===== config.mk =====
export PLATFORM = sky130hd
export DESIGN_NAME = mdc_regs
export DESIGN_NICKNAME = d
export VERILOG_FILES = /design/src/logic/mdc_pkg.sv /design/src/logic/mdc_regs.sv
export SDC_FILE = /design/constraint.sdc
export NUM_CORES = 1
export LEC_CHECK = 0
export BUFFER_PORTS_ARGS = -buffer_cell sky130_fd_sc_hd__buf_2
export CAP_MARGIN = 30
export CELL_PAD_IN_SITES_DETAIL_PLACEMENT = 0
export CELL_PAD_IN_SITES_GLOBAL_PLACEMENT = 1
export CORE_ASPECT_RATIO = 1.2
export CORE_UTILIZATION = 39
export DETAILED_ROUTE_END_ITERATION = 10
export PLACE_DENSITY_LB_ADDON = 0.15
export RECOVER_POWER = 50
export SETUP_SLACK_MARGIN = 0.5
export SLEW_MARGIN = 20
export SYNTH_ARGS = -nofsm -noshare
export SYNTH_HDL_FRONTEND = slang
export SYNTH_SLANG_ARGS = --single-unit

===== constraint.sdc =====
create_clock -name core_clk -period 5.9 [get_ports core_clk]
set_input_delay 0.295 -clock core_clk [delete_from_list [all_inputs] [get_ports core_clk]]
set_output_delay 0.295 -clock core_clk [all_outputs]
set_load 0.02 [all_outputs]

===== src/logic/mdc_pkg.sv =====
package mdc_pkg;
  // bus geometry; printed offsets are word indices, byte address is four times the index
  localparam int          ADDR_W       = 14;
  localparam logic [11:0] DEV_CFG_IDX  = 12'h0A8;
  localparam logic [11:0] PERI_CFG_IDX = 12'h0AA;
  localparam logic [11:0] STATUS_IDX   = 12'h0F0;
  // reset values and writable masks
  localparam logic [31:0] DEV_CFG_RST   = 32'h00000000;
  localparam logic [31:0] PERI_CFG_RST  = 32'h40000000;
  localparam logic [31:0] DEV_CFG_MASK  = 32'h7FFFFFFF;
  localparam logic [31:0] PERI_CFG_MASK = 32'h43E00000;
  // field codes
  localparam logic [1:0]  CLK_SEL_EXT     = 2'h3;
  localparam logic [1:0]  SPEED_MODE_FREQ = 2'h3;
  localparam logic [3:0]  LIMIT_CODE_MAX  = 4'hD;
  localparam logic [8:0]  LIMIT_CODE0     = 9'h00A;
  localparam logic [8:0]  LIMIT_CODE1     = 9'h014;
  localparam logic [8:0]  LIMIT_STEP      = 9'h028;
  localparam logic [10:0] EXT_RATE_BASE   = 11'h008;
  localparam int          DUTY_W          = 16;
  localparam logic [4:0]  DIV_STEPS       = 5'h10;
  // timing, in printed units, and derived cycle counts
  localparam longint CLK_MHZ      = 250;
  localparam longint SLEEP_T0_US  = 50;
  localparam longint SLEEP_T1_US  = 200;
  localparam longint SLEEP_T2_MS  = 20;
  localparam longint SLEEP_T3_MS  = 200;
  localparam longint WDT_PIN_T0_MS = 100;
  localparam longint WDT_PIN_T1_MS = 200;
  localparam longint WDT_PIN_T2_MS = 500;
  localparam longint WDT_PIN_T3_MS = 1000;
  localparam longint WDT_BUS_T0_S  = 1;
  localparam longint WDT_BUS_T1_S  = 2;
  localparam longint WDT_BUS_T2_S  = 3;
  localparam longint WDT_BUS_T3_S  = 10;
  localparam logic [31:0] SLEEP_CYC0 = 32'(SLEEP_T0_US * CLK_MHZ);
  localparam logic [31:0] SLEEP_CYC1 = 32'(SLEEP_T1_US * CLK_MHZ);
  localparam logic [31:0] SLEEP_CYC2 = 32'(SLEEP_T2_MS * 1000 * CLK_MHZ);
  localparam logic [31:0] SLEEP_CYC3 = 32'(SLEEP_T3_MS * 1000 * CLK_MHZ);
  localparam logic [31:0] WDT_PIN_CYC0 = 32'(WDT_PIN_T0_MS * 1000 * CLK_MHZ);
  localparam logic [31:0] WDT_PIN_CYC1 = 32'(WDT_PIN_T1_MS * 1000 * CLK_MHZ);
  localparam logic [31:0] WDT_PIN_CYC2 = 32'(WDT_PIN_T2_MS * 1000 * CLK_MHZ);
  localparam logic [31:0] WDT_PIN_CYC3 = 32'(WDT_PIN_T3_MS * 1000 * CLK_MHZ);
  localparam logic [31:0] WDT_BUS_CYC0 = 32'(WDT_BUS_T0_S * 1000000 * CLK_MHZ);
  localparam logic [31:0] WDT_BUS_CYC1 = 32'(WDT_BUS_T1_S * 1000000 * CLK_MHZ);
  localparam logic [31:0] WDT_BUS_CYC2 = 32'(WDT_BUS_T2_S * 1000000 * CLK_MHZ);
  localparam logic [31:0] WDT_BUS_CYC3 = 32'(WDT_BUS_T3_S * 1000000 * CLK_MHZ);

  typedef struct packed {
    logic        rsvd;
    logic [14:0] max_freq;
    logic [1:0]  sleep_time;
    logic        auto_current_amp_gain_on;
    logic        auto_volt_gain_on;
    logic        low_power_state_select;
    logic [1:0]  clk_sel;
    logic        outside_timebase_on;
    logic [2:0]  outside_timebase_rate;
    logic        host_watchdog_on;
    logic [1:0]  host_watchdog_interval;
    logic        host_watchdog_source;
    logic        host_watchdog_fault_action;
  } mdc_dev_cfg_t;

  typedef struct packed {
    logic        rsvd_top;
    logic        freq_dither_off;
    logic [3:0]  rsvd_mid;
    logic [3:0]  bus_limit_code;
    logic        bus_limit_on;
    logic [20:0] rsvd_low;
  } mdc_peri_cfg_t;

  typedef struct packed {
    logic sleep_req;
    logic wdt_hiz;
    logic wdt_fault_seen;
  } mdc_stat_t;
endpackage


===== src/logic/mdc_regs.sv =====
`timescale 1ns/1ps
// Contract
// frequency mode duty equals measured frequency divided by maximum-frequency field
// sleep after reference held low for 50us, 200us, 20ms or 200ms
// automatic current amplifier gain follows its enable bit
// automatic voltage gain follows its enable bit
// low-power select: 0 standby, 1 sleep
// clock source code 0 internal, 3 external, 1 and 2 reserved
// separate enable bit switches external clock mode
// external reference rate is 8 kHz times two to the code
// watchdog supervised only while its enable bit is set
// host tickles within 100ms..1000ms pin or 1s..10s bus interval
// watchdog source 0 bus transactions, 1 input pin
// fault action 0 reports only, 1 latches switches high-impedance
// dither disable bit: 0 dither on, 1 off, resets to 1
// bus current limit code sets threshold, codes E and F reserved
// bus current limit applied only while its enable is 1
// peripheral configuration at index AA, reset 40000000
// frequency scaling applies only when reference mode is code 3
// device configuration at index A8, reset zero
// reserved bits read zero and ignore writes
// tickle restarts interval timer, expiry without tickle raises fault
module mdc_regs #(
  parameter logic [3:0][31:0] SLEEP_CYC = {mdc_pkg::SLEEP_CYC3, mdc_pkg::SLEEP_CYC2,
                                           mdc_pkg::SLEEP_CYC1, mdc_pkg::SLEEP_CYC0},
  parameter logic [3:0][31:0] WDT_PIN_CYC = {mdc_pkg::WDT_PIN_CYC3, mdc_pkg::WDT_PIN_CYC2,
                                             mdc_pkg::WDT_PIN_CYC1, mdc_pkg::WDT_PIN_CYC0},
  parameter logic [3:0][31:0] WDT_BUS_CYC = {mdc_pkg::WDT_BUS_CYC3, mdc_pkg::WDT_BUS_CYC2,
                                             mdc_pkg::WDT_BUS_CYC1, mdc_pkg::WDT_BUS_CYC0}
) (
  input  wire logic                         core_clk,         // device clock
  input  wire logic                         rst,              // async reset, high
  input  wire logic [mdc_pkg::ADDR_W-1:0]   avs_address,      // byte address
  input  wire logic                         avs_read,         // read request
  input  wire logic                         avs_write,        // write request
  input  wire logic [31:0]                  avs_writedata,    // write data
  output logic      [31:0]                  avs_readdata,     // read data
  output logic                              avs_waitrequest,  // stall
  input  wire logic                         rate_ref_low_pin, // reference below threshold
  input  wire logic                         wdt_tickle_pin,   // tickle input pin
  input  wire logic                         bus_tickle,       // tickle transaction pulse
  input  wire logic [1:0]                   speed_mode,       // reference input mode
  input  wire logic [14:0]                  meas_freq,        // measured input frequency
  input  wire logic                         meas_strobe,      // new measurement pulse
  output mdc_pkg::mdc_dev_cfg_t             dev_cfg,          // device config fields
  output mdc_pkg::mdc_peri_cfg_t            peri_cfg,         // peripheral fields
  output mdc_pkg::mdc_stat_t                status,           // status flags
  output logic [mdc_pkg::DUTY_W-1:0]        duty,             // duty fraction
  output logic                              duty_valid,       // duty update pulse
  output logic                              ext_clk_used,     // external timebase active
  output logic [10:0]                       ext_rate_khz,     // declared rate in kHz
  output logic                              dither_on,        // dither running
  output logic                              bus_limit_on,     // limiter active
  output logic [8:0]                        bus_limit_th,     // threshold, 1/128 A
  output logic                              enter_sleep,      // go to sleep
  output logic                              wdt_fault_pulse,  // fault report pulse
  output logic                              switches_hiz      // power switches off
);
  mdc_pkg::mdc_dev_cfg_t  dev_q;
  mdc_pkg::mdc_peri_cfg_t peri_q;
  mdc_pkg::mdc_stat_t     stat_q;
  logic [31:0] rdata_q;
  logic        wait_q;
  logic [1:0]  ref_sync_q;
  logic        sleep_q;
  logic        dither_q;
  logic [2:0]  tick_sync_q;
  logic [31:0] sleep_cnt_q;
  logic [31:0] wdt_cnt_q;
  logic        fault_pulse_q;
  logic        ext_q;
  logic [10:0] rate_q;
  logic [8:0]  th_q;
  logic        busy_q;
  logic [4:0]  step_q;
  logic [15:0] rem_q;
  logic [15:0] quo_q;
  logic [15:0] duty_q;
  logic        dvalid_q;
  logic        wr_go;
  logic        wdt_tick;
  logic        wdt_expire;
  logic [31:0] wdt_lim;
  logic [16:0] rem_sh;

  function automatic logic hit(input logic [mdc_pkg::ADDR_W-1:0] a, input logic [11:0] idx);
    hit = (a == {idx, 2'b00});
  endfunction

  assign wr_go = avs_write && !wait_q;
  assign wdt_lim = dev_q.host_watchdog_source ? WDT_PIN_CYC[dev_q.host_watchdog_interval]
                                              : WDT_BUS_CYC[dev_q.host_watchdog_interval];
  assign wdt_tick = dev_q.host_watchdog_source ? (tick_sync_q[1] && !tick_sync_q[2]) : bus_tickle;
  assign wdt_expire = dev_q.host_watchdog_on && !wdt_tick && (wdt_cnt_q == wdt_lim - 32'h00000001);
  assign rem_sh = {rem_q, 1'b0};

  // one wait cycle, then answer for one cycle
  always_ff @(posedge core_clk or posedge rst)
    if (rst)
      wait_q <= 1'b1;
    else
      wait_q <= !((avs_read || avs_write) && wait_q);

  // read mux, reserved and unmapped read zero
  always_ff @(posedge core_clk or posedge rst)
    if (rst)
      rdata_q <= 32'h00000000;
    else if (avs_read && wait_q)
    begin
      if (hit(avs_address, mdc_pkg::DEV_CFG_IDX))
        rdata_q <= dev_q & mdc_pkg::DEV_CFG_MASK;
      else if (hit(avs_address, mdc_pkg::PERI_CFG_IDX))
        rdata_q <= peri_q & mdc_pkg::PERI_CFG_MASK;
      else if (hit(avs_address, mdc_pkg::STATUS_IDX))
        rdata_q <= {29'h00000000, stat_q};
      else
        rdata_q <= 32'h00000000;
    end

  // device configuration register
  always_ff @(posedge core_clk or posedge rst)
    if (rst)
      dev_q <= mdc_pkg::DEV_CFG_RST;
    else if (wr_go && hit(avs_address, mdc_pkg::DEV_CFG_IDX))
      dev_q <= avs_writedata & mdc_pkg::DEV_CFG_MASK;

  // peripheral configuration register
  always_ff @(posedge core_clk or posedge rst)
    if (rst)
      peri_q <= mdc_pkg::PERI_CFG_RST;
    else if (wr_go && hit(avs_address, mdc_pkg::PERI_CFG_IDX))
      peri_q <= avs_writedata & mdc_pkg::PERI_CFG_MASK;

  // derived clock and limiter settings
  always_ff @(posedge core_clk or posedge rst)
    if (rst)
    begin
      ext_q  <= 1'b0;
      dither_q <= 1'b0;
      rate_q <= mdc_pkg::EXT_RATE_BASE;
      th_q   <= mdc_pkg::LIMIT_CODE0;
    end
    else
    begin
      ext_q  <= dev_q.outside_timebase_on && (dev_q.clk_sel == mdc_pkg::CLK_SEL_EXT);
      dither_q <= !peri_q.freq_dither_off;
      rate_q <= mdc_pkg::EXT_RATE_BASE << dev_q.outside_timebase_rate;
      if (peri_q.bus_limit_code == 4'h0)
        th_q <= mdc_pkg::LIMIT_CODE0;
      else if (peri_q.bus_limit_code == 4'h1)
        th_q <= mdc_pkg::LIMIT_CODE1;
      else if (peri_q.bus_limit_code > mdc_pkg::LIMIT_CODE_MAX)
        th_q <= 9'(mdc_pkg::LIMIT_STEP * 4'(mdc_pkg::LIMIT_CODE_MAX - 4'h1)); // reserved: clamp
      else
        th_q <= 9'(mdc_pkg::LIMIT_STEP * 4'(peri_q.bus_limit_code - 4'h1));
    end

  // pin synchronisers plus one edge stage
  always_ff @(posedge core_clk or posedge rst)
    if (rst)
    begin
      ref_sync_q  <= 2'h0;
      tick_sync_q <= 3'h0;
    end
    else
    begin
      ref_sync_q  <= {ref_sync_q[0], rate_ref_low_pin};
      tick_sync_q <= {tick_sync_q[1:0], wdt_tickle_pin};
    end

  // continuous-low timer for sleep entry
  always_ff @(posedge core_clk or posedge rst)
    if (rst)
    begin
      sleep_cnt_q <= 32'h00000000;
      sleep_q     <= 1'b0;
    end
    else if (!ref_sync_q[1])
    begin
      sleep_cnt_q <= 32'h00000000;
      sleep_q     <= 1'b0;
    end
    else if (!sleep_q)
    begin
      if (sleep_cnt_q >= SLEEP_CYC[dev_q.sleep_time] - 32'h00000001)
        sleep_q <= 1'b1;
      else
        sleep_cnt_q <= sleep_cnt_q + 32'h00000001;
    end

  // watchdog interval timer
  always_ff @(posedge core_clk or posedge rst)
    if (rst)
      wdt_cnt_q <= 32'h00000000;
    else if (!dev_q.host_watchdog_on || wdt_tick || wdt_expire)
      wdt_cnt_q <= 32'h00000000;
    else
      wdt_cnt_q <= wdt_cnt_q + 32'h00000001;

  // fault flags, set wins over a write-one clear
  always_ff @(posedge core_clk or posedge rst)
    if (rst)
    begin
      fault_pulse_q <= 1'b0;
      stat_q.wdt_fault_seen <= 1'b0;
      stat_q.wdt_hiz <= 1'b0;
      stat_q.sleep_req <= 1'b0;
    end
    else
    begin
      fault_pulse_q <= wdt_expire;
      stat_q.sleep_req <= sleep_q;
      if (wdt_expire)
        stat_q.wdt_fault_seen <= 1'b1;
      else if (wr_go && hit(avs_address, mdc_pkg::STATUS_IDX) && avs_writedata[0])
        stat_q.wdt_fault_seen <= 1'b0;
      if (wdt_expire && dev_q.host_watchdog_fault_action)
        stat_q.wdt_hiz <= 1'b1;
      else if (wr_go && hit(avs_address, mdc_pkg::STATUS_IDX) && avs_writedata[1])
        stat_q.wdt_hiz <= 1'b0;
    end

  // serial divider: duty = measured / maximum, 16 fraction bits
  always_ff @(posedge core_clk or posedge rst)
    if (rst)
    begin
      busy_q   <= 1'b0;
      step_q   <= 5'h00;
      rem_q    <= 16'h0000;
      quo_q    <= 16'h0000;
      duty_q   <= 16'h0000;
      dvalid_q <= 1'b0;
    end
    else
    begin
      dvalid_q <= 1'b0;
      if (!busy_q)
      begin
        if (meas_strobe && speed_mode == mdc_pkg::SPEED_MODE_FREQ)
        begin
          if (meas_freq >= dev_q.max_freq) // full command or zero maximum
          begin
            duty_q   <= 16'hFFFF;
            dvalid_q <= 1'b1;
          end
          else
          begin
            busy_q <= 1'b1;
            step_q <= mdc_pkg::DIV_STEPS;
            rem_q  <= {1'b0, meas_freq};
            quo_q  <= 16'h0000;
          end
        end
      end
      else
      begin
        if (rem_sh >= {2'b00, dev_q.max_freq})
        begin
          rem_q <= 16'(rem_sh - {2'b00, dev_q.max_freq});
          quo_q <= {quo_q[14:0], 1'b1};
        end
        else
        begin
          rem_q <= rem_sh[15:0];
          quo_q <= {quo_q[14:0], 1'b0};
        end
        step_q <= step_q - 5'h01;
        if (step_q == 5'h01)
        begin
          busy_q   <= 1'b0;
          dvalid_q <= 1'b1;
          duty_q   <= {quo_q[14:0], rem_sh >= {2'b00, dev_q.max_freq}};
        end
      end
    end

  assign avs_readdata    = rdata_q;
  assign avs_waitrequest = wait_q;
  assign dev_cfg         = dev_q;
  assign peri_cfg        = peri_q;
  assign status          = stat_q;
  assign duty            = duty_q;
  assign duty_valid      = dvalid_q;
  assign ext_clk_used    = ext_q;
  assign ext_rate_khz    = rate_q;
  assign dither_on       = dither_q;
  assign bus_limit_on    = peri_q.bus_limit_on;
  assign bus_limit_th    = th_q;
  assign enter_sleep     = sleep_q;
  assign wdt_fault_pulse = fault_pulse_q;
  assign switches_hiz    = stat_q.wdt_hiz;
endmodule


=== Yosys cells after proc, flatten, opt, wreduce, memory -nomap -nowiden ===
Index checks and enable logic that the tools add are counted.

* Register bits after elaboration: 220
* Bits of input ports: 71
* Output and inout port bits: 143
* Logic and storage cells: 142

* Add/subtract/negate cells: 7
* Multipliers: 1
* $lt $le $gt $ge: 6
* Equality and inequality tests: 12
* Shift operators: 1
* Multiplexer cells: 48
* Reductions and logical operators: 31

{| class="wikitable"
|+ Operators with widths
! operator !! number
|-
| $mux W32 || 8
|-
| $bmux W32 S2 || 3
|-
| $mux W16 || 8
|-
| $add A32 B1 Y32 const B || 2
|-
| $sub A32 B1 Y32 const B || 2
|-
| $mux W31 || 2
|-
| $mux W15 || 3
|-
| $eq A14 B10 Y1 const B || 3
|-
| $eq A32 B32 Y1 || 1
|-
| $ge A32 B32 Y1 || 1
|-
| $mux W9 || 3
|-
| $ge A17 B15 Y1 || 1
|-
| $mux W1 || 17
|-
| $sub A16 B15 Y16 || 1
|-
| $ge A15 B15 Y1 || 1
|-
| $mux W5 || 3
|-
| $logic_and A1 B1 Y1 || 14
|-
| $shl A4 B3 Y11 const A || 1
|-
| $reduce_bool A2 Y1 || 4
|-
| $logic_not A1 Y1 || 6
|-
| $lt A2 B3 Y1 const B || 2
|-
| $mul A3 B4 Y6 const A || 1
|-
| $ne A2 B2 Y1 const B || 3
|-
| $eq A5 B1 Y1 const B || 1
|-
| other kinds (11) || 15
|}

=== Depth between registers and ports, before layout ===
Gate-level depths: netlist of run 1.

* Depth in word-level cells: 8
* Gate-level depth with buffers: 13
* Depth with buffers taken out: 11

=== Least setup slack after synthesis of run 1 ===
OpenSTA, ideal clock, no wires.

* Path kind: register to register
* Start point: register dev_q, in the netlist dev_cfg[15]
* End point: register sleep_cnt_q[12]
* Setup time: 0.140 ns
* Data arrival time: 2.955 ns
* Required time: 5.760 ns
* Path slack: 2.806 ns
* Stages on the path, launching flop included: 14
* Buffers on the path: 2
* Period minus slack after synthesis: 3.094 ns
* Cell sequence: dfrtp_1 > inv_1 > ha_1 > inv_1 > ha_1 > and4_1 > o2111ai_1 > a21oi_1 > a2111oi_0 > a31oi_1 > clkbuf_1 > buf_2 > o311ai_0 > o41ai_1

* Word-level cells in the longest chain between the ends: 6

{| class="wikitable"
|+ RTL lines
! what !! RTL line !! text
|-
| from (decl) || mdc_regs.sv:59 || <nowiki>mdc_pkg::mdc_dev_cfg_t dev_q;</nowiki>
|-
| from (signal assigned) || mdc_regs.sv:123 || <nowiki>dev_q <= mdc_pkg::DEV_CFG_RST;</nowiki>
|-
| from (signal assigned) || mdc_regs.sv:125 || <nowiki>dev_q <= avs_writedata & mdc_pkg::DEV_CFG_MASK;</nowiki>
|-
| $bmux W32 S2 || mdc_regs.sv:185 || <nowiki>if (sleep_cnt_q >= SLEEP_CYC[dev_q.sleep_time] - 32'h00000001)</nowiki>
|-
| $mux W32 (not written as such) || mdc_regs.sv:185 ||
|-
| $sub A32 B1 Y32 || mdc_regs.sv:185 ||
|-
| $ge A32 B32 Y1 || mdc_regs.sv:185 ||
|-
| $ne A2 B2 Y1 (no source line) || -- ||
|-
| $reduce_and A2 Y1 (no source line) || -- ||
|-
| to (signal assigned) || mdc_regs.sv:188 || <nowiki>sleep_cnt_q <= sleep_cnt_q + 32'h00000001;</nowiki>
|-
| to (decl) || mdc_regs.sv:68 || <nowiki>logic [31:0] sleep_cnt_q;</nowiki>
|}

No other way between the ends. The select of a mux whose other input is x is not followed.
A chain may end at the register's enable or synchronous reset.

=== Worst setup path after layout of run 1 ===
* Start point: register dev_q, in the netlist dev_cfg[17]
* End point: register rem_q[3]

* Word-level cells in the longest chain between the ends: 3
* Elaborated cells between the ends (all ways): 7
* Classes of those cells: add/sub: 1; order compare: 2; eq/ne: 1; mux: 2; reduce/logical: 1

{| class="wikitable"
|+ RTL lines
! what !! RTL line !! text
|-
| $sub A16 B15 Y16, or another cell as far along || mdc_regs.sv:259 || <nowiki>rem_q <= 16'(rem_sh - {2'b00, dev_q.max_freq});</nowiki>
|-
| $mux W16 / $ne A2 B2 Y1 (equally long branches) || -- ||
|-
| $mux W16 / $reduce_and A2 Y1 (equally long branches) || -- ||
|-
| to (signal assigned) || mdc_regs.sv:250 || <nowiki>rem_q <= {1'b0, meas_freq};</nowiki>
|-
| to (signal assigned) || mdc_regs.sv:259 ||
|-
| to (signal assigned) || mdc_regs.sv:264 || <nowiki>rem_q <= rem_sh[15:0];</nowiki>
|-
| to (decl) || mdc_regs.sv:76 || <nowiki>logic [15:0] rem_q;</nowiki>
|}

Parallel ways exist; a longest one is shown, timed or not.

==> flow_summary.json, run 1 <==
{
  "crit_chain": "inv_1 > ha_1 > ha_1 > nand4_1 > or3_1 > nor4_1 > or4_1 > nor2_1 > nor2_1 > a221o_1",
  "clk_root_buffer_cell": "clkbuf_16",
  "std_cell_rows": 71,
  "combPwrFrac": 0.207,
  "vdd_ir_drop_max_uv": 225.7,
  "cts_buffers": 25,
  "area_growth_pct": 18.62,
  "grt_first_pass_wirelength_mm": 52.45,
  "fin_worst_skew_ns": 0.02060,
  "slowest_delay_ns": 0.63,
  "clock_power_share": 0.373,
  "yosys_most_used_dff": "dfrtp_1",
  "synth_mux_area_frac": 0.04168,
  "power.leakage_uw": 0.006573,
  "width_of_the_die_um": 164.8,
  "timing.final.crit_period_ns": 3.536,
  "worst_slew_margin_rel": -1.055,
  "worst_slew_pin_slew_ns": 3.082,
  "core_mm2": 0.03136,
  "layout.cells.non_filler": 1910,
  "yosys_reg_bits": 215,
  "violated_checks": "max-capacitance violations, max-slew violations",
  "timing.critical_path.from_type": "flop",
  "cts_setup_buffers": 0,
  "place_inst": 1829,
  "port_buffers": 180,
  "io_pins": 214,
  "grt_setup_unrepaired": "false",
  "floorplan.initialDensity": 0.3954,
  "tritoncts_num_sinks": 215,
  "final-seq-area_mm2": 0.005386,
  "worst_min_path_class": "input pin to flop",
  "dp_hpwl_mm": 23.01,
  "worst-endpoint-arrival_ns": 4.01,
  "cts.path.max_buffers": 3,
  "ant_nets": 0,
  "synthesis.instances": 1289,
  "synth_enable_flop_cells": 0,
  "worst_setup_hold_path_clk_slew_ns": 0.06,
  "critPathKind": "flop to flop",
  "buf_inv_on_cp": 1,
  "final.setup.tns_ns": 0,
  "cts_resized": 0,
  "finalHoldViolCount": 0,
  "first_iter_violations": 538,
  "switchingPower_uw": 1323,
  "cp_slowest_cell": "nor2_1",
  "synthesized_area_fraction_occupied_by_and_or_nand_nor_cells": 0.1913,
  "die_area_mm2": 0.03251,
  "internal_power_uw": 3029,
  "detailroute.via_count": 10090,
  "switching_share": 0.3040,
  "finalWirelength_mm": 32.49,
  "synth_top_family_by_area": "simple AND/OR/NAND/NOR gates",
  "worst_path_dominant_cell_family": "simple AND/OR/NAND/NOR gates",
  "grt_start_max_net_pins": 162,
  "fraction_of_final_layout_cells_sized_beyond_drive_strength_1": 0.1167,
  "place.gp.congestion": 0.8211,
  "synthXorXnorAreaFrac": 0.04097,
  "final_max_slew_viols": 55,
  "setup_viol": 0,
  "globalRouteTotalUtil": 0.2016,
  "globalRoute.totalOverflow": 0,
  "outcome": "complete, but fails checks",
  "htree_num_levels": 1,
  "synth_area_mm2": 0.01240,
  "layout.nets": 1647,
  "syn_avg_cell_area_um2": 9.619,
  "via_count_of_the_first_global_routing_pass": 9873,
  "power_density_mw_per_mm2": 295.9,
  "num-fill-cells": 3132,
  "yosys.area_share.adder": 0.08900,
  "drcViolationCount": 0,
  "synthArstFlopShare": 1.000,
  "drv.max_cap_violation_count": 1,
  "cp-end-kind": "flop",
  "synth-compound-area-share": 0.1445,
  "number_of_antenna_violations_at_the_first_check_in_global_routing": 2,
  "avg_wl_per_cell_um": 17.01,
  "period_share": 0.5993,
  "pwr-share-seq": 0.420,
  "synthesis.yosys.warnings": 0,
  "via_per_inst": 5.282,
  "timing.fmax_mhz": 282.8,
  "cts.hold.buffers_added": 33,
  "required_ns": 6.37,
  "chipHeight_um": 197.3,
  "dr.pass1.iters": 5,
  "clock_latency_ns": 0.54,
  "netlist-cell-type-count": 79,
  "critical_path_peak_fanout": 10,
  "area_of_the_multi_input_gates_mm2": 0.006464,
  "clock_tree_from_tritoncts": "done",
  "synth.yosys.seq_area_share": 0.4344
}
[metal layers]
metal / routed length, um / vias up / global-route usage
met5: 13 / - / 0
met2: 15660 / 197 / 0.3377
li1: - / 4933 / -
met1: 14750 / 4919 / 0.2710
met3: 1416 / 38 / 0.02855
met4: 649 / 2 / 0.05267
[cell families after synthesis]
family	count (synthesis)
AND/OR/NAND/NOR	459
multiplexers	50
AO/OA/AOI/OAI	268
XOR/XNOR	58
adder cells (fa/ha/maj)	87
other	2
flip-flops	215
buffers and inverters	150
[worst min-delay path: stages]
cell	delay, ns
buf_2	0.11
inv_1	0.05
a2111oi_0	0.07
[Yosys cell counts (23+ instances only)]
master    instances  area [um^2]
a21oi_1          52        260.3
nor2_1           99        371.6
o21ai_0          78        390.4
nand2b_1         23        143.9
dfrtp_1         210         5255
nand2_1         144        540.5
xnor2_1          35        306.5
nand3_1          24        120.1
mux2i_1          37        370.4
clkbuf_1         44        165.2
buf_4            35        262.8
ha_1             85         1064
inv_1            53        198.9
xor2_1           23        201.4
[power groups by stage]
stage          logic (uW)  registers (uW)  clock network [uW]
5_1_grt              1010            1850                1740
3_3_place_gp          889            1850                   0
6_report              902            1830                1620
3_5_place_dp          913            1850                   0
4_1_cts               932            1830                1670
2_1_floorplan         618            1880                   0
[registers in the layout, indices dropped and copies added (netlist names), 3 cells and up]
register      cells
avs_readdata     31
bus_limit_th      8
dev_cfg          31
duty             16
ext_rate_khz      8
peri_cfg          5
quo_q            15
rem_q            16
sleep_cnt_q      32
step_q            5
tick_sync_q       3
wdt_cnt_q        32
[final cells by class]
cell class | instances | share of cell area
antenna | 1 | 0.0001701
clock buffer | 37 | 0.05172
clock inverter | 9 | 0.007656
inverter | 56 | 0.01455
multi-input combinational | 963 | 0.4395
sequential | 215 | 0.3662
tap | 401 | 0.03411
timing repair buffer | 228 | 0.08609
[cell usage in the layout, fill, tap and decap left out, types with 6 or more instances in the layout]
| master | Yosys | final |
|---|---|---|
| dlygate4sd3_1 | 0 | 33 |
| nand2b_1 | 23 | 23 |
| nor2_1 | 99 | 99 |
| or3_1 | 9 | 9 |
| mux2_2 | 13 | 13 |
| ha_1 | 85 | 85 |
| xnor2_1 | 35 | 35 |
| nand4_1 | 20 | 20 |
| o211ai_1 | 6 | 6 |
| o2bb2ai_1 | 7 | 7 |
| a22oi_1 | 6 | 6 |
| or4_1 | 17 | 17 |
| clkbuf_1 | 44 | 103 |
| nand3_1 | 24 | 24 |
| dfrtp_1 | 210 | 210 |
| inv_1 | 53 | 52 |
| nor4_1 | 22 | 22 |
| mux2i_1 | 37 | 37 |
| nor3b_1 | 6 | 6 |
| nand2_1 | 144 | 143 |
| buf_2 | 15 | 82 |
| nand3b_1 | 9 | 9 |
| xor2_1 | 23 | 23 |
| nor3_1 | 22 | 22 |
| nor2b_1 | 14 | 13 |
| a21o_1 | 15 | 15 |
| a2111oi_0 | 8 | 8 |
| o21ai_0 | 78 | 78 |
| and3_1 | 13 | 13 |
| buf_4 | 35 | 9 |
| o21a_1 | 11 | 11 |
| a21oi_1 | 52 | 52 |
| conb_1 | 2 | 41 |
| clkbuf_8 | 0 | 9 |
| o22a_1 | 15 | 15 |
| a221o_1 | 7 | 7 |
| clkbuf_16 | 0 | 25 |
| o31ai_1 | 14 | 14 |
[final timing paths]
check,from,to,slack (ns),depth (start not counted)
hold reg to reg,ref_sync_q[0],ref_sync_q[1],0.35,0
max in group asynchronous,rst,rem_q[4],2.90,4
hold / removal,meas_freq[5],rem_q[5],0.03,3
setup / recovery,dev_cfg[17],rem_q[3],2.36,10
setup reg to reg,dev_cfg[17],rem_q[3],2.36,10
min in group asynchronous,rst,dev_cfg[13],0.95,3
[metrics by stage]
stage                     setup WS [ns]    util  cell area [um^2]  power (uW)  hold WS (ns)
final                             2.364  0.4690             14710        4352       0.02763
after global routing              2.030  0.4690             14710        4604       0.03312
after CTS                         2.254  0.4728             14830        4429      0.005742
after detailed placement          2.285  0.4344             13620        2759        0.3365
after global placement            2.311  0.4322             13550        2737        0.3331
after floorplan                   2.806       -             12550        2502        0.3264
Note: power is estimated with default switching activity, not from simulation.
==> run 2, diff against run 1 <==
ABC_AREA = 1   (was not set)
CORE_UTILIZATION = 40   (was 39)
clock period = 3.3 ns   (was 5.9 ns; I/O delays follow)
==> run 2 against run 1 <==
The run still ends with max-capacitance violations, max-slew violations left. First-iteration DRC count grew 13%. Final area rose by 8.1%. Flip-flop and latch count unchanged. Via count up 18%. Synthesized cell count increased by 33%. Sequential power is 74% higher. Die area up 4.6%. Maximum frequency rose by 35%. Largest power group unchanged. Highest routed layer is now met4.
==> flow_summary.json, run 2 <==
{
  "outcome": "complete, but fails checks",
  "violated_checks": "max-capacitance violations, max-slew violations",
  "grt_first_pass_wirelength_mm": 62.82,
  "clk_root_buffer_cell": "clkbuf_16",
  "io_pins": 214,
  "core_mm2": 0.03252,
  "drv.max_cap_violation_count": 1,
  "synthesized_area_fraction_occupied_by_and_or_nand_nor_cells": 0.2851,
  "largestRegisters": "sleep_cnt_q (32), wdt_cnt_q (32)",
  "via_count_of_the_first_global_routing_pass": 11800,
  "floorplan.initialDensity": 0.4092,
  "synth.top_cells.by_area": "dfrtp_1 39%, nand2_1 12%, ha_1 8.0%",
  "worst-endpoint-arrival_ns": 3.10,
  "chipHeight_um": 201.8,
  "critPathKind": "flop to flop",
  "proportion_of_netlist_area_held_by_the_largest_area_contributor": 0.3949,
  "yosys.area_share.adder": 0.08293,
  "final_max_slew_viols": 31,
  "dp_hpwl_mm": 28.25,
  "number_of_antenna_violations_at_the_first_check_in_global_routing": 0,
  "worst_min_path_class": "input pin to flop",
  "synth_mux_area_frac": 0.01946,
  "worst_slew_pin_slew_ns": 1.557,
  "globalRouteTotalUtil": 0.2314,
  "area_growth_pct": 19.53,
  "grt-busiest-layer": "met2",
  "setup_viol": 0,
  "globalRoute.totalOverflow": 0,
  "timing.fmax_mhz": 381.5,
  "synth_area_mm2": 0.01331,
  "groute.layer.met3.usage": 0.03407,
  "finalWirelength_mm": 38.89,
  "via_per_inst": 4.922,
  "port_buffers": 180,
  "yosys_most_used_dff": "dfrtp_1",
  "critical_path_peak_fanout": 16,
  "synth_top_cell_by_area": "dfrtp_1",
  "detailroute.via_count": 11870,
  "most_frequent_standard_cell_in_the_layout_excluding_fill_and_tap_cells": "nand2_1",
  "grt_setup_unrepaired": "false",
  "cts.path.max_buffers": 3,
  "std_cell_rows": 72,
  "power_density_mw_per_mm2": 547.0,
  "dr.pass1.iters": 5,
  "insertedDiodeCount": 0,
  "worst_slew_margin_rel": -0.04359,
  "first_iter_violations": 608,
  "fraction_of_final_layout_cells_sized_beyond_drive_strength_1": 0.1139,
  "syn_avg_cell_area_um2": 7.786,
  "synthMostInstantiatedCell": "nand2_1",
  "final.setup.tns_ns": 0,
  "timing.hold.ws_ns": 0.03550,
  "htree_num_levels": 1,
  "timing.critical_path.from_type": "flop",
  "drcViolationCount": 0,
  "yosys_reg_bits": 215,
  "ant_nets": 0,
  "grt_start_max_net_pins": 75,
  "grtUsageMet2": 0.4003,
  "cts_buffers": 27,
  "worst_setup_hold_path_clk_slew_ns": 0.06,
  "clock_tree_from_tritoncts": "done",
  "synthXorXnorAreaFrac": 0.04871,
  "synth_enable_flop_cells": 0,
  "finalHoldViolCount": 0,
  "period_share": 0.7942,
  "die_area_mm2": 0.03400,
  "cp-end-kind": "flop",
  "required_ns": 3.78,
  "synthesis.yosys.warnings": 0,
  "place.gp.congestion": 0.9339,
  "synth_top_family_by_area": "simple AND/OR/NAND/NOR gates",
  "timing.final.crit_period_ns": 2.621,
  "layout.nets": 2105,
  "synth_commonest_cells": "428 x nand2_1, 215 x nor2_1, 210 x dfrtp_1",
  "fin_worst_skew_ns": 0.02564,
  "width_of_the_die_um": 168.5,
  "vdd_ir_drop_max_uv": 364.7,
  "tritoncts_num_sinks": 215,
  "synth.yosys.seq_area_share": 0.4048,
  "final_cell_mix": "426 x nand2_1, 215 x nor2_1, 210 x dfrtp_1",
  "grt_util_met1": 0.2967,
  "avg_wl_per_cell_um": 16.13,
  "synth-compound-area-share": 0.06930,
  "clock_latency_ns": 0.56,
  "netlist-cell-type-count": 51,
  "power.leakage_uw": 0.007809,
  "synthArstFlopShare": 1.000,
  "synthesis.instances": 1709
}
==> run 2: cell count changes in the layout (fill, tap and decap cells not counted), moves of 17 or more <==
cell	change
dlygate4sd3_1	+17
xor2_1	+29
nand3_1	+89
nand4_1	+25
or4_1	-17
inv_1	+121
nand2b_1	-23
o21ai_0	-29
nand2_1	+283
mux2i_1	-37
nor2_1	+116
==> run 2: cell type report <==
type                            instances  area, um^2
Timing Repair Buffer                  253        1480
Sequential cell                       215        5386
Clock inverter                          8       105.1
Multi-Input combinational cell       1268        6913
Fill cell                            3372       16620
Tap cell                              444       555.5
Inverter                              182       686.9
Clock buffer                           41       778.2
==> run 2: where the power goes <==
part / internal [uW] / leakage [uW] / total (uW) / switching [uW]
Sequential: 2960 / 0.00284 / 3180 / 229
Combinational: 876 / 0.00453 / 2540 / 1660
Clock: 1780 / 0.000433 / 2980 / 1200
==> run 2: repair_timing <==
action | in CTS | in global routing
endpoints found under the hold margin | 83 | 0
hold buffers | 50 | 0
resized for setup | 2 | 5
buffers inserted | 1 | 0
endpoints found under the setup margin | 43 | 50
==> run 2: metal layers <==
metal	wire, um	part of all wire
met5	0	0
met4	1026	0.026
met3	1809	0.047
met2	18570	0.48
met1	17490	0.45
==> run 2: cells by family after synthesis <==
logic type                 after synthesis
buffers and inverters                  265
and+or+nand+nor                        886
xor gates and xnor gates                74
muxes                                   23
other                                    2
AOI/OAI and AO/OA                      157
adders and majority gates               87
DFF                                    215
==> run 2: final timing paths <==
| check | startpoint | to | slack [ns] | depth (start not counted) |
|---|---|---|---|---|
| setup / recovery | dev_cfg[15] | sleep_cnt_q[8] | 0.68 | 13 |
| hold / removal | meas_freq[11] | rem_q[11] | 0.04 | 5 |
| setup reg to reg | dev_cfg[15] | sleep_cnt_q[8] | 0.68 | 13 |
| hold reg to reg | ref_sync_q[0] | ref_sync_q[1] | 0.35 | 0 |
| max in group asynchronous | rst | dev_cfg[2] | 0.83 | 4 |
| min in group asynchronous | rst | dev_cfg[8] | 0.55 | 3 |
==> run 2: critical path, cell delays in order, from the launching register on <==
cell and delay, ns:
dfrtp_1 0.44, inv_2 0.13, ha_1 0.36, inv_1 0.08, ha_1 0.30, nand2_1 0.06, nor2_1 0.09, nand2_1 0.06
o21ai_0 0.29, nand2_1 0.15, nand2_2 0.16, buf_4 0.24, nand3_1 0.10, nand2_1 0.09
==> run 2: per-stage QoR <==
stage / setup WS, ns / cell area [um^2] / std cells / total power [uW] / util
after floorplan: 0.3409 / 13460 / 1748 / 5078 / -
after global placement: 0.4077 / 14610 / 2311 / 5708 / 0.4491
after detailed placement: 0.3079 / 14610 / 2311 / 5738 / 0.4491
after CTS: 0.5993 / 16000 / 2411 / 8820 / 0.4921
after global routing: 0.4157 / 15910 / 2411 / 9293 / 0.4891
final: 0.6791 / 15910 / 2411 / 8700 / 0.4891
